<file path="src/stgc_params.svh">
`ifndef STGC_PARAMS_SVH
`define STGC_PARAMS_SVH
// register byte offsets
`define STGC_OFF_CTRL 12'h000
`define STGC_OFF_GDELAY 12'h004
`define STGC_OFF_GLEN 12'h008
`define STGC_OFF_TOFS 12'h00c
`define STGC_OFF_STAT 12'h010
`define STGC_OFF_SWT 12'h014
// control field positions
`define STGC_CTRL_SRC_LSB 0
`define STGC_CTRL_POL 2
`define STGC_CTRL_GATE_EN 3
`define STGC_CTRL_GMODE 4
`define STGC_CTRL_DCOMP 5
`define STGC_CTRL_SETUP 6
`define STGC_CTRL_ZSPAN 7
// reset values
`define STGC_CTRL_RST 32'h0000_0000
`define STGC_GDELAY_RST 30'h0000_0001
`define STGC_GLEN_RST 30'h0000_0001
`define STGC_TOFS_RST 31'h0000_0000
`define STGC_SWT_RST 32'h0000_0000
// timing: 125 ns tick at 4 ns clock; 125/4 rounded down, never below one
`define STGC_TICK_NS 125
`define STGC_CLK_NS 4
`define STGC_TICK_CYC ((`STGC_TICK_NS / `STGC_CLK_NS) < 1 ? 1 : (`STGC_TICK_NS / `STGC_CLK_NS))
// 100 s in 125 ns ticks
`define STGC_MAX_TICKS 30'd800000000
`define STGC_MIN_TICKS 30'd1
`endif

</file>
<file path="src/stgc_pkg.sv">
`default_nettype none
package stgc_pkg;
	// trigger source selection
	typedef enum logic [1:0] {
		STGC_SRC_FREE = 2'h0,
		STGC_SRC_VIDEO = 2'h1,
		STGC_SRC_EXT = 2'h2,
		STGC_SRC_IFP = 2'h3
	} stgc_src_t;
	// gate sequencer states, gray along idle->hold->open
	typedef enum logic [1:0] {
		STGC_G_IDLE = 2'b00,
		STGC_G_HOLD = 2'b01,
		STGC_G_OPEN = 2'b11
	} stgc_gst_t;
endpackage
`default_nettype wire

</file>
<file path="src/stgc_tick_if.sv">
`default_nettype none
// tick carrier between the divider and the main block
interface stgc_tick_if;
	logic tick;
	modport src (output tick);
	modport snk (input tick);
endinterface
`default_nettype wire

</file>
<file path="src/stgc_tick_gen.sv">
`include "stgc_params.svh"
`default_nettype none
// one-cycle enable every 31 clocks (124 ns), the nominal 125 ns tick
module stgc_tick_gen
	import stgc_pkg::*;
(
	input wire logic clk,
	input wire logic nrst,
	stgc_tick_if.src tk
);
	localparam int unsigned TC = `STGC_TICK_CYC;
	logic [7:0] cnt_r; // cycle divider
	// ---------------------------------------------
	// divider
	// ---------------------------------------------
	always_ff @(posedge clk or negedge nrst) begin
		if (!nrst) begin
			cnt_r <= 8'h00;
		end else if (cnt_r == 8'(TC - 1)) begin
			cnt_r <= 8'h00;
		end else begin
			cnt_r <= cnt_r + 8'h01;
		end
	end
	assign tk.tick = (cnt_r == 8'(TC - 1));
endmodule
`default_nettype wire

</file>
<file path="src/stgc_core.sv">
`include "stgc_params.svh"
`default_nettype none
// Overview of operation
// - start on rising or falling edge per polarity
// - polarity for all sources except free run
// - polarity resets to positive
// - sweep halts while gate inactive
// - gate enable paces sweep by gate source
// - gating forces non-gate source to detector
// - level or edge gate mode
// - edge window from length, level from signal
// - level mode ignores and locks gate length
// - level: stop low, resume after delay
// - edge: delay then exactly length, pause
// - gate and trigger polarity are one bit
// - gate delay 125 ns to 100 s
// - gate length 125 ns to 100 s
// - gate delay write updates trigger offset for ext or IFP source only
// - gating also works in zero span
// - setup overrides sweep time, restores after
// - delay compensation enable, resets off
// - trigger offset signed 125 ns steps
// - free run restarts immediately
module stgc_core
	import stgc_pkg::*;
(
	input wire logic clk,
	input wire logic nrst,
	input wire logic psel,
	input wire logic penable,
	input wire logic pwrite,
	input wire logic [11:0] paddr,
	input wire logic [31:0] pwdata,
	output logic [31:0] prdata,
	output logic pready,
	output logic pslverr,
	input wire logic rear_trigger_input,
	input wire logic ifp_detect,
	input wire logic video_detect,
	input wire logic sweep_done,
	output logic sweep_start,
	output logic sweep_advance,
	output logic gating_indicator,
	output logic delay_comp_en,
	output logic zero_span,
	output logic [31:0] sweep_time_eff,
	output logic [29:0] holdoff_marker,
	output logic [29:0] window_marker
);
	// ---------------------------------------------
	// registers and tick
	// ---------------------------------------------
	stgc_tick_if tk_if ();
	stgc_tick_gen u_tick (
		.clk(clk),
		.nrst(nrst),
		.tk(tk_if)
	);
	logic tick;
	assign tick = tk_if.tick;

	stgc_src_t src_r; // trigger/gate source
	logic edge_sense_select_r; // 0 positive, 1 negative
	logic gate_en_r; // gated sweep on
	logic gmode_edge_r; // 1 edge, 0 level
	logic dcomp_r; // delay compensation
	logic setup_r; // gate setup active
	logic zspan_r; // zero span mode
	logic [29:0] gdelay_r; // gate delay ticks
	logic [29:0] glen_r; // gate length ticks
	logic signed [30:0] tofs_r; // trigger offset ticks
	logic [31:0] swt_r; // normal sweep time
	logic [31:0] swt_setup_r; // temporary sweep time in setup
	logic wr_en;
	logic rd_en;
	logic addr_ok;
	assign wr_en = psel && penable && pwrite;
	assign rd_en = psel && penable && !pwrite;
	assign pready = 1'b1; // zero wait states
	always_comb begin
		case (paddr)
			`STGC_OFF_CTRL, `STGC_OFF_GDELAY, `STGC_OFF_GLEN, `STGC_OFF_TOFS,
			`STGC_OFF_STAT, `STGC_OFF_SWT: addr_ok = 1'b1;
			default: addr_ok = 1'b0;
		endcase
	end
	assign pslverr = psel && penable && !addr_ok;

	// clamp a tick count into the legal 125 ns..100 s range
	function automatic logic [29:0] clamp_ticks(input logic [31:0] v);
		logic [29:0] r;
		r = v[29:0];
		if (v > {2'b00, `STGC_MAX_TICKS}) begin
			r = `STGC_MAX_TICKS;
		end else if (v < {2'b00, `STGC_MIN_TICKS}) begin
			r = `STGC_MIN_TICKS;
		end
		return r;
	endfunction

	// ---------------------------------------------
	// control register
	// ---------------------------------------------
	always_ff @(posedge clk or negedge nrst) begin
		if (!nrst) begin
			src_r <= STGC_SRC_FREE;
			edge_sense_select_r <= 1'b0;
			gate_en_r <= 1'b0;
			gmode_edge_r <= 1'b0;
			dcomp_r <= 1'b0;
			setup_r <= 1'b0;
			zspan_r <= 1'b0;
		end else if (wr_en && paddr == `STGC_OFF_CTRL) begin
			// single polarity bit serves trigger and gate alike
			edge_sense_select_r <= pwdata[`STGC_CTRL_POL];
			gate_en_r <= pwdata[`STGC_CTRL_GATE_EN];
			gmode_edge_r <= pwdata[`STGC_CTRL_GMODE];
			dcomp_r <= pwdata[`STGC_CTRL_DCOMP];
			setup_r <= pwdata[`STGC_CTRL_SETUP];
			zspan_r <= pwdata[`STGC_CTRL_ZSPAN];
			// gating needs a shared input: fall back to the detector
			if (pwdata[`STGC_CTRL_GATE_EN] &&
				pwdata[`STGC_CTRL_SRC_LSB+1] == 1'b0) begin
				src_r <= STGC_SRC_IFP;
			end else begin
				src_r <= stgc_src_t'(pwdata[`STGC_CTRL_SRC_LSB+:2]);
			end
		end
	end

	// ---------------------------------------------
	// timing registers
	// ---------------------------------------------
	always_ff @(posedge clk or negedge nrst) begin
		if (!nrst) begin
			gdelay_r <= `STGC_GDELAY_RST;
			glen_r <= `STGC_GLEN_RST;
			tofs_r <= `STGC_TOFS_RST;
		end else if (wr_en) begin
			if (paddr == `STGC_OFF_GDELAY) begin
				gdelay_r <= clamp_ticks(pwdata);
				// shared input: the trigger offset follows the gate delay
				if (src_r == STGC_SRC_EXT || src_r == STGC_SRC_IFP) begin
					tofs_r <= {1'b0, clamp_ticks(pwdata)};
				end
			end
			// length locked while level mode is selected
			if (paddr == `STGC_OFF_GLEN && gmode_edge_r) begin
				glen_r <= clamp_ticks(pwdata);
			end
			if (paddr == `STGC_OFF_TOFS) begin
				// signed, clamped to +-100 s
				if ($signed(pwdata) > $signed({2'b00, `STGC_MAX_TICKS})) begin
					tofs_r <= {1'b0, `STGC_MAX_TICKS};
				end else if ($signed(pwdata) < -$signed({2'b00, `STGC_MAX_TICKS})) begin
					tofs_r <= -$signed({1'b0, `STGC_MAX_TICKS});
				end else begin
					tofs_r <= pwdata[30:0];
				end
			end
		end
	end

	// ---------------------------------------------
	// sweep time with setup override
	// ---------------------------------------------
	always_ff @(posedge clk or negedge nrst) begin
		if (!nrst) begin
			swt_r <= `STGC_SWT_RST;
			swt_setup_r <= `STGC_SWT_RST;
		end else if (wr_en && paddr == `STGC_OFF_SWT) begin
			// during setup only the temporary copy changes
			if (setup_r) begin
				swt_setup_r <= pwdata;
			end else begin
				swt_r <= pwdata;
				swt_setup_r <= pwdata;
			end
		end else if (!setup_r) begin
			swt_setup_r <= swt_r;
		end
	end
	assign sweep_time_eff = setup_r ? swt_setup_r : swt_r;

	// ---------------------------------------------
	// input synchronisation and edge detection
	// ---------------------------------------------
	logic ext_m_r; // first stage, read only by ext_s_r
	logic ext_s_r;
	always_ff @(posedge clk or negedge nrst) begin
		if (!nrst) begin
			ext_m_r <= 1'b0;
			ext_s_r <= 1'b0;
		end else begin
			ext_m_r <= rear_trigger_input;
			ext_s_r <= ext_m_r;
		end
	end
	logic raw_sig;
	always_comb begin
		case (src_r)
			STGC_SRC_EXT: raw_sig = ext_s_r;
			STGC_SRC_IFP: raw_sig = ifp_detect;
			STGC_SRC_VIDEO: raw_sig = video_detect;
			default: raw_sig = 1'b0;
		endcase
	end
	logic act_sig; // polarity-corrected signal
	logic act_d_r;
	assign act_sig = raw_sig ^ edge_sense_select_r;
	always_ff @(posedge clk or negedge nrst) begin
		if (!nrst) begin
			act_d_r <= 1'b0;
		end else begin
			act_d_r <= act_sig;
		end
	end
	logic act_rise;
	assign act_rise = act_sig && !act_d_r;

	// ---------------------------------------------
	// trigger start with offset
	// ---------------------------------------------
	logic armed_r; // waiting for trigger
	logic ofs_busy_r; // offset counting
	logic [29:0] ofs_cnt_r;
	logic start_now;
	always_ff @(posedge clk or negedge nrst) begin
		if (!nrst) begin
			armed_r <= 1'b1;
			ofs_busy_r <= 1'b0;
			ofs_cnt_r <= 30'h0;
		end else if (sweep_done) begin
			armed_r <= 1'b1;
			ofs_busy_r <= 1'b0;
		end else if (armed_r && src_r != STGC_SRC_FREE && act_rise) begin
			armed_r <= 1'b0;
			// negative offsets act as zero here; pretrigger is upstream
			if (!tofs_r[30] && tofs_r != 31'h0) begin
				ofs_busy_r <= 1'b1;
				ofs_cnt_r <= tofs_r[29:0];
			end
		end else if (armed_r && src_r == STGC_SRC_FREE) begin
			armed_r <= 1'b0;
		end else if (ofs_busy_r && tick) begin
			ofs_cnt_r <= ofs_cnt_r - 30'h1;
			if (ofs_cnt_r == 30'h1) begin
				ofs_busy_r <= 1'b0;
			end
		end
	end
	// start pulse: immediate when free running or offset zero
	assign start_now = armed_r && !sweep_done &&
		((src_r == STGC_SRC_FREE) ||
		(act_rise && (tofs_r[30] || tofs_r == 31'h0)));
	always_ff @(posedge clk or negedge nrst) begin
		if (!nrst) begin
			sweep_start <= 1'b0;
		end else begin
			sweep_start <= start_now || (ofs_busy_r && tick && ofs_cnt_r == 30'h1);
		end
	end

	// ---------------------------------------------
	// gate sequencer
	// ---------------------------------------------
	stgc_gst_t gst_r;
	logic [29:0] gcnt_r; // delay or length down-counter
	always_ff @(posedge clk or negedge nrst) begin
		if (!nrst) begin
			gst_r <= STGC_G_IDLE;
			gcnt_r <= 30'h0;
		end else if (!gate_en_r) begin
			gst_r <= STGC_G_IDLE;
		end else begin
			case (gst_r)
				STGC_G_IDLE: begin
					if (act_rise) begin
						gst_r <= STGC_G_HOLD;
						gcnt_r <= gdelay_r;
					end
				end
				STGC_G_HOLD: begin
					// level mode: a drop during the delay aborts it
					if (!gmode_edge_r && !act_sig) begin
						gst_r <= STGC_G_IDLE;
					end else if (tick) begin
						if (gcnt_r == 30'h1) begin
							gst_r <= STGC_G_OPEN;
							gcnt_r <= glen_r;
						end else begin
							gcnt_r <= gcnt_r - 30'h1;
						end
					end
				end
				STGC_G_OPEN: begin
					if (gmode_edge_r) begin
						if (tick) begin
							if (gcnt_r == 30'h1) begin
								gst_r <= STGC_G_IDLE;
							end else begin
								gcnt_r <= gcnt_r - 30'h1;
							end
						end
					end else if (!act_sig) begin
						gst_r <= STGC_G_IDLE;
					end
				end
				default: gst_r <= STGC_G_IDLE;
			endcase
		end
	end
	// sweep and zero-span sampling proceed only in an open window while gating is on
	assign sweep_advance = !gate_en_r || (gst_r == STGC_G_OPEN);
	assign gating_indicator = gate_en_r;
	assign delay_comp_en = dcomp_r;
	assign zero_span = zspan_r;
	assign holdoff_marker = gdelay_r;
	assign window_marker = glen_r;

	// ---------------------------------------------
	// read mux
	// ---------------------------------------------
	always_ff @(posedge clk or negedge nrst) begin
		if (!nrst) begin
			prdata <= 32'h0;
		end else if (psel && !penable && !pwrite) begin
			case (paddr)
				`STGC_OFF_CTRL: prdata <= {24'h0, zspan_r, setup_r, dcomp_r, gmode_edge_r,
					gate_en_r, edge_sense_select_r, src_r};
				`STGC_OFF_GDELAY: prdata <= {2'b00, gdelay_r};
				`STGC_OFF_GLEN: prdata <= {2'b00, glen_r};
				`STGC_OFF_TOFS: prdata <= {tofs_r[30], tofs_r};
				`STGC_OFF_STAT: prdata <= {27'h0, ofs_busy_r, armed_r, ext_s_r, gst_r};
				`STGC_OFF_SWT: prdata <= sweep_time_eff;
				default: prdata <= 32'h0;
			endcase
		end
	end
	logic unused_rd;
	assign unused_rd = rd_en;
endmodule
`default_nettype wire

</file>
<file path="config.mk">
export PLATFORM = sky130hd
export DESIGN_NAME = stgc_core
export DESIGN_NICKNAME = d
export VERILOG_FILES = /design/src/stgc_pkg.sv /design/src/stgc_tick_if.sv /design/src/stgc_tick_gen.sv /design/src/stgc_core.sv
export VERILOG_INCLUDE_DIRS = /design/src
export SDC_FILE = /design/constraint.sdc
export NUM_CORES = 1
export LEC_CHECK = 0
export ABC_AREA = 0
export BUFFER_PORTS_ARGS = -buffer_cell sky130_fd_sc_hd__buf_2
export CAP_MARGIN = 20
export CORE_MARGIN = 1.5
export CORE_UTILIZATION = 40
export DETAILED_ROUTE_END_ITERATION = 7
export PLACE_DENSITY = 0.7
export SYNTH_ARGS = -nofsm -noshare
export SYNTH_HDL_FRONTEND = slang
export SYNTH_SLANG_ARGS = --single-unit
</file>
<file path="constraint.sdc">
create_clock -name clk -period 3.9 [get_ports clk]
set_input_delay 0.39 -clock clk [delete_from_list [all_inputs] [get_ports clk]]
set_output_delay 0.39 -clock clk [all_outputs]
set_load 0.05 [all_outputs]
</file>
==> metrics.log, run 1 <==
[metrics] Synth Warn #: 0
[metrics] I/O Buffers: 182
[metrics] die boundary width: 190.4 um
[metrics] endpoint required time on the critical path: 4.33 ns
[metrics] class of the most critical hold timing path: in2reg
[metrics] number of design-rule violations left by the first detailed-router iteration: 1616
[metrics] setup slack of the most critical reg-to-reg path: 0.60 ns
[metrics] total via count in the routed design: 13.22k
[metrics] number of buffers inserted to repair setup after CTS: 0
[metrics] GR Layer Usage met1: 0.3784
[metrics] Pins Over Slew Limit: 0
[metrics] Post-Syn Instances: 1510
[metrics] share of flip-flops with an asynchronous set or reset after synthesis: 1.000
[metrics] setup ws final: 0.5966 ns
[metrics] nature of the critical path startpoint: register
[metrics] Cell Count, Final, Fillers Out: 2133
[metrics] EDFF count, synth: 0
[metrics] DR DRC count: 0
[metrics] starting density of the core: 0.4068
[metrics] sort of element at the end of the critical path: register
[metrics] Synth Area per Inst: 9.306 sq um
[metrics] kind of critical path: reg2reg
[metrics] Setup TNS: 0 ns
[metrics] TritonCTS buffer count: 29
[metrics] fraction of met3 tracks used by global routing: 0.05171
[metrics] crit share post-route: 0.8470
[metrics] count of standard-cell rows: 68
[metrics] Worst-path clk slew: 0.06 ns
[metrics] signal arrival time at the worst endpoint: 3.74 ns
[metrics] post-synthesis instance area: 14050 sq um
[metrics] antenna violations before repair: 1
[metrics] floorplan die height: 190.4 um
[metrics] reported max-cap violation count: 0
[metrics] number of buffers between clock root and the deepest sink: 3
[metrics] total congestion overflow: 0
[metrics] Net Count, Synth: 1569
[metrics] buffer type at the clock tree root: clkbuf_16
[metrics] met2 demand-to-capacity share in global routing: 0.4049
[metrics] Min Clock Period, post-route: 3.303 ns
[metrics] number of global-route vias before repair: 12.51k
[metrics] final WL: 49170 um
[metrics] count of placed standard cells including taps: 2076
[metrics] leakage dissipation: 7.653 nW
[metrics] Hold Fails Final Rpt: 0
[metrics] Max-slew headroom: 0.2851
[metrics] global placer's final weighted congestion: 0.9726
[metrics] sequential cell area fraction in the yosys report: 0.4829
[metrics] layout cell share with drive strength beyond 1: 0.2427
[metrics] largest clock skew in the final design: 0.01537 ns
[metrics] final setup vio count: 0
[metrics] worst setup slack before clock tree synthesis: 0.6592 ns
[metrics] CP max FO: 16
[metrics] hold depth: 2
[metrics] r2r startpoint: gcnt_r[19]$_DFFE_PN0P_
[metrics] power density over the cells: 384.1 nW/um^2
[metrics] Top-Level Pins: 184
[metrics] number of search-and-repair iterations in the first detailed-routing pass: 6
[metrics] GRT Resource Usage Total: 0.2681
[metrics] setup repair after global routing missed its margin: false
[metrics] clock latency at the later pin of the worst-skew pair: 0.56 ns
[metrics] capture instance of the worst register-to-register path: gcnt_r[0]$_DFFE_PN0P_
[metrics] number of filler cells placed in the layout: 3279
[metrics] source of the critical timing path: gcnt_r[19]$_DFFE_PN0P_
[metrics] Worst-Margin Slew: 1.072 ns
[metrics] most used routing layer in global routing: met2
[metrics] core area: 34540 sq um
[metrics] wire length per cell after detailed routing: 23.05 um
[metrics] die footprint: 36260 sq um
[metrics] top_reg_cell synth: dfrtp_1
[metrics] Netlist cell types: 75
[metrics] post-detailed-route via-to-cell ratio: 6.200
[metrics] upper clock frequency limit: 0.3027 GHz
[metrics] area overhead of the layout relative to synthesis: 18.23%
[metrics] CTS HTree Levels: 1
[metrics] outcome: finished, final reports clean
[metrics] min-delay src: sweep_done
[metrics] maximum number of pins on one net before global-route repair: 113
[metrics] worst hold endpoint: ofs_busy_r$_DFFE_PN0P_
[metrics] antenna-violating nets left: 0
[metrics] TritonCTS clock tree: done
[metrics] synthesized flop and latch total: 271
[metrics] worst vdd rail ir drop: 354.3 uV
[metrics] half-perimeter wire length after placement: 34110 um
[metrics] clock net sink count: 271
[metrics] global-route wire length before repair: 75320 um
[metrics] depth of the worst register-to-register path: 6
[metrics] nets: 1714
[final cells by class]
type	count	area, sq um	share of cell area
multi-input combinational	1102	6773	0.4077
inverter	29	108.9	0.006552
clock buffer	34	794.5	0.04782
tap	455	569.3	0.03427
sequential	271	6787	0.4085
timing repair buffer	222	1264	0.07607
antenna	1	2.502	0.0001506
clock inverter	19	315.3	0.01898
[flip-flops by register name, summed over array words and instances, names as in the netlist, 2 cells and up]
name,count
u_tick.cnt_r,8
swt_setup_r,32
gst_r,2
window_marker,30
prdata,32
gcnt_r,30
tofs_r,31
src_r,2
holdoff_marker,30
swt_r,32
ofs_cnt_r,30
[report_power, final]
part / leakage (nW) / internal (W) / switching, W / total (W)
clock network: 0.543 / 0.00199 / 0.00121 / 0.00320
logic: 3.40 / 0.0000821 / 0.000250 / 0.000332
registers: 3.71 / 0.00283 / 0.0000198 / 0.00285
[worst max path at each step]
stage                        endpoint
2_1_floorplan  gcnt_r[14]$_DFFE_PN0P_
3_3_place_gp    gcnt_r[0]$_DFFE_PN0P_
3_5_place_dp    gcnt_r[0]$_DFFE_PN0P_
4_1_cts         gcnt_r[0]$_DFFE_PN0P_
5_1_grt         gcnt_r[0]$_DFFE_PN0P_
6_report        gcnt_r[0]$_DFFE_PN0P_
[cell families (layout without fill, tap and decap cells)]
kind of cell             Yosys count  in the layout  share of synthesized area
AND/OR/NAND/NOR                  527            527                     0.1773
buffers and inverters            137            304                    0.04069
adder cells (fa/ha/maj)            6              6                   0.005342
flip-flops                       271            271                     0.4829
other                              1              2                  0.0002669
multiplexers                     110            110                    0.08975
AO/OA/AOI/OAI                    451            451                     0.1994
XOR/XNOR                           7              7                   0.004363
[metal layers]
layer | part of all wire | vias to the layer above
li1 | - | 5829
met1 | 0.41 | 6432
met2 | 0.44 | 835
met3 | 0.11 | 128
met4 | 0.038 | 0
met5 | 0 | -
[worst max-delay path, cell delays in order, from the launching register on]
cell      delay, ns
dfrtp_1        0.42
or4_1          0.54
or4_1          0.72
or3_4          0.50
o221ai_2       0.60
nor4_1         0.11
a211o_1        0.30
[cell usage in the layout, fill, tap and decap left out, drive strengths merged, types with 9 or more instances in the layout]
cell type  synthesis  routed
inv               29      30
or3               16      16
a22o              36      36
o21ai            233     233
a221oi            23      23
mux2              98      98
a211oi            12      12
nor3              42      42
a31oi             14      14
nand4             14      14
buf               21     220
a22oi             10      10
dfrtp            268     268
nand3             20      20
nor2             129     129
clkbuf            87      34
nor4              45      45
nand2            199     199
mux2i              9       9
a21oi             60      60
[through the flow]
step                total power (W)    util  area (sq um)  hold WS (ns)
global placement           0.003222  0.4476         15460        0.3352
floorplan                  0.003050       -         14050       0.09441
global route               0.006554  0.4809         16610       0.04253
CTS                        0.006408  0.4803         16590      0.007258
detailed placement         0.003228  0.4476         15460        0.3449
finish                     0.006381  0.4809         16610       0.03647
[repair_timing]
item | in CTS | in global routing
gates resized for setup | 0 | 0
endpoints found under the hold margin | 109 | 0
hold buffers | 2 | 0
setup endpoints to repair | 0 | 0
[Yosys cell counts (all sizes together), types with 5 or more instances]
library cell	instances	area, sq um
buf	21	136.4
ha	6	75.07
nand3	20	100.1
mux2	98	1104
or3	16	105.1
o22ai	6	37.54
inv	29	108.9
or4	8	60.06
clkbuf	87	326.6
nand4	14	87.58
nor3b	8	60.06
o31a	6	52.55
a22o	36	315.3
nor4	45	294.0
mux2i	9	90.09
nor3	42	215.2
o21ai	233	1166
dfrtp	268	6706
and2	5	31.28
a31oi	14	87.58
nand2	199	747.0
a211oi	12	90.09
nand2b	6	37.54
and3	8	50.05
o31ai	5	51.30
a222oi	7	70.07
a21oi	60	300.3
or2	5	31.28
a22oi	10	75.07
nor2	129	484.2
o211ai	5	37.54
a221oi	23	201.4
(Power assumes the default switching activity.)
==> run 2, diff against run 1 <==
==> constraint.sdc (replaced) <==
create_clock -name clk -period 3.2 [get_ports clk]
set_input_delay 0.32 -clock clk [delete_from_list [all_inputs] [get_ports clk]]
set_output_delay 0.32 -clock clk [all_outputs]
set_load 0.05 [all_outputs]
==> run 2 against run 1 <==
Compared with the run above: clock skew down 0.0041 ns; design area up 0.21%; first-iteration DRC count down 6.7%; core utilization up 0.10 points; final cell count up 1.1%; maximum frequency up 10%; via count up 0.30%; die area unchanged; critical path type unchanged; largest power group is now registers.
==> metrics.log, run 2 (synthesis results as in run 1) <==
[metrics] number of design-rule violations left by the first detailed-router iteration: 1508 (was 1616)
[metrics] antenna fix cells: 0 (was 1)
[metrics] die boundary width: 190.4 um (unchanged)
[metrics] half-perimeter wire length after placement: 34840 um (was 34110 um)
[metrics] Min Clock Period, post-route: 3.000 ns (was 3.303 ns)
[metrics] final WL: 49080 um (was 49170 um)
[metrics] number of search-and-repair iterations in the first detailed-routing pass: 6 (unchanged)
[metrics] clock net sink count: 271 (unchanged)
[metrics] starting density of the core: 0.4068 (unchanged)
[metrics] signal arrival time at the worst endpoint: 3.48 ns (was 3.74 ns)
[metrics] endpoint required time on the critical path: 3.68 ns (was 4.33 ns)
[metrics] final setup vio count: 0 (unchanged)
[metrics] buffer type at the clock tree root: clkbuf_16 (unchanged)
[metrics] I/O Buffers: 182 (unchanged)
[metrics] Pins Over Slew Limit: 0 (unchanged)
[metrics] leakage dissipation: 7.701 nW (was 7.653 nW)
[metrics] area taken by flip-flops and latches: 6787 sq um (unchanged)
[metrics] final-layout worst hold slack: 0.1112 ns (was 0.03647 ns)
[metrics] Max-slew headroom: 0.3911 (was 0.2851)
[metrics] upper clock frequency limit: 0.3333 GHz (was 0.3027 GHz)
[metrics] TritonCTS buffer count: 29 (unchanged)
[metrics] most common library cell in the layout ignoring fill and taps: dfrtp_1 (unchanged)
[metrics] outcome: finished, final reports clean (unchanged)
[metrics] post-detailed-route via-to-cell ratio: 6.149 (was 6.200)
[metrics] Cell Count, Final, Fillers Out: 2157 (was 2133)
[metrics] TritonCTS clock tree: done (unchanged)
[metrics] power density over the cells: 434.5 nW/um^2 (was 384.1 nW/um^2)
[metrics] global placer's final weighted congestion: 0.9073 (was 0.9726)
[metrics] CP max FO: 45 (was 16)
[metrics] count of standard-cell rows: 68 (unchanged)
[metrics] Setup TNS: 0 ns (unchanged)
[metrics] number of buffers between clock root and the deepest sink: 3 (unchanged)
[metrics] Worst-Margin Slew: 0.9134 ns (was 1.072 ns)
[metrics] worst vdd rail ir drop: 402.4 uV (was 354.3 uV)
[metrics] number of buffers inserted to repair setup after CTS: 0 (unchanged)
[metrics] class of the most critical hold timing path: in2reg (unchanged)
[metrics] floorplan die height: 190.4 um (unchanged)
[metrics] CTS HTree Levels: 1 (unchanged)
[metrics] number of filler cells placed in the layout: 3317 (was 3279)
[metrics] nature of the critical path startpoint: register (unchanged)
[metrics] Hold Fails Final Rpt: 0 (unchanged)
[metrics] largest clock skew in the final design: 0.01130 ns (was 0.01537 ns)
[metrics] total congestion overflow: 0 (unchanged)
[metrics] sort of element at the end of the critical path: register (unchanged)
[metrics] nets: 1740 (was 1714)
[metrics] area overhead of the layout relative to synthesis: 18.48% (was 18.23%)
[metrics] total via count in the routed design: 13.26k (was 13.22k)
[metrics] core area: 34540 sq um (unchanged)
[metrics] GRT Resource Usage Total: 0.2679 (was 0.2681)
[metrics] highest-count cells in the layout ignoring fill and taps: dfrtp_1 (267), o21ai_0 (229), nand2_1 (199) (unchanged)
[metrics] die footprint: 36260 sq um (unchanged)
[metrics] layout cell share with drive strength beyond 1: 0.2485 (was 0.2427)
[metrics] global-route wire length before repair: 75260 um (was 75320 um)
[metrics] crit share post-route: 0.9375 (was 0.8470)
[metrics] setup repair after global routing missed its margin: false (unchanged)
[metrics] Worst-path clk slew: 0.06 ns (about the same)
[metrics] clock latency at the later pin of the worst-skew pair: 0.55 ns (was 0.56 ns)
[metrics] Util after Layout: 0.4820 (was 0.4809)
[metrics] multi-input combinational cell area: 6773 sq um (unchanged)
[metrics] kind of critical path: reg2reg (unchanged)
[metrics] Top-Level Pins: 184 (unchanged)
[metrics] number of global-route vias before repair: 12.23k (was 12.51k)
[metrics] reported max-cap violation count: 0 (unchanged)
[metrics] count of placed standard cells including taps: 2102 (was 2076)
[metrics] largest registers ranked by flip-flop count: prdata: 32 flops, swt_r: 32 flops, swt_setup_r: 32 flops (unchanged)
[metrics] wire length per cell after detailed routing: 22.75 um (was 23.05 um)
[metrics] maximum number of pins on one net before global-route repair: 93 (was 113)
[metrics] antenna violations before repair: 1 (unchanged)
[metrics] antenna-violating nets left: 0 (unchanged)
[metrics] DR DRC count: 0 (unchanged)
run 2: metrics by stage:
step           total power [W]  setup slack, ns  area [sq um]
6_report              0.007234           0.2000         16650
5_1_grt               0.007457          0.09931         16650
4_1_cts               0.007262           0.2221         16650
3_5_place_dp          0.003938           0.2325         15680
3_3_place_gp          0.003930           0.2801         15670
2_1_floorplan         0.003717           0.3812         14050
run 2: worst paths after layout:
check	to	startpoint	slack [ns]	cells after the start
max	gcnt_r[14]$_DFFE_PN0P_	gcnt_r[19]$_DFFE_PN0P_	0.20	7
min	tofs_r[9]$_DFFE_PN0P_	pwdata[9]	0.11	3
max reg2reg	gcnt_r[14]$_DFFE_PN0P_	gcnt_r[19]$_DFFE_PN0P_	0.20	7
min reg2reg	ext_s_r$_DFF_PN0_	ext_m_r$_DFF_PN0_	0.35	0
max in group asynchronous	armed_r$_DFFE_PN1P_	nrst	1.89	3
min in group asynchronous	prdata[8]$_DFFE_PN0P_	nrst	0.33	2
run 2: layer usage:
metal,global-route usage,wire length [um]
met2,0.4098,21480
met4,0.08510,1945
met5,0,0
met3,0.04325,4943
met1,0.3870,20700
run 2: power breakdown:
part           total, W  internal [W]  switching (W)
clock           0.00335       0.00196        0.00139
combinational  0.000409      0.000104       0.000306
sequential      0.00348       0.00345      0.0000238
total           0.00723       0.00552        0.00172
run 2: timing repair:
item	4_1_cts	5_1_grt
setup endpoints to repair	0	0
endpoints found under the hold margin	72	0
hold buffers	3	0
resized for setup	0	0
run 2: final cells by class:
cell class              count  share of cell area
flip-flops and latches    271              0.4076
repair buffers            248             0.08838
clock inverters             9            0.006087
clock buffers              43             0.05035
well taps                 455             0.03420
inverters                  29            0.006538
multi-input cells        1102              0.4068
run 2: worst max-delay path, cell delays in order (launching register included):
cell and delay (ns):
dfrtp_1 0.42, or4_1 0.56, or4_1 0.64, or3_4 0.47
o221a_1 0.25, buf_4 0.26, o21ai_0 0.16, a22o_1 0.16
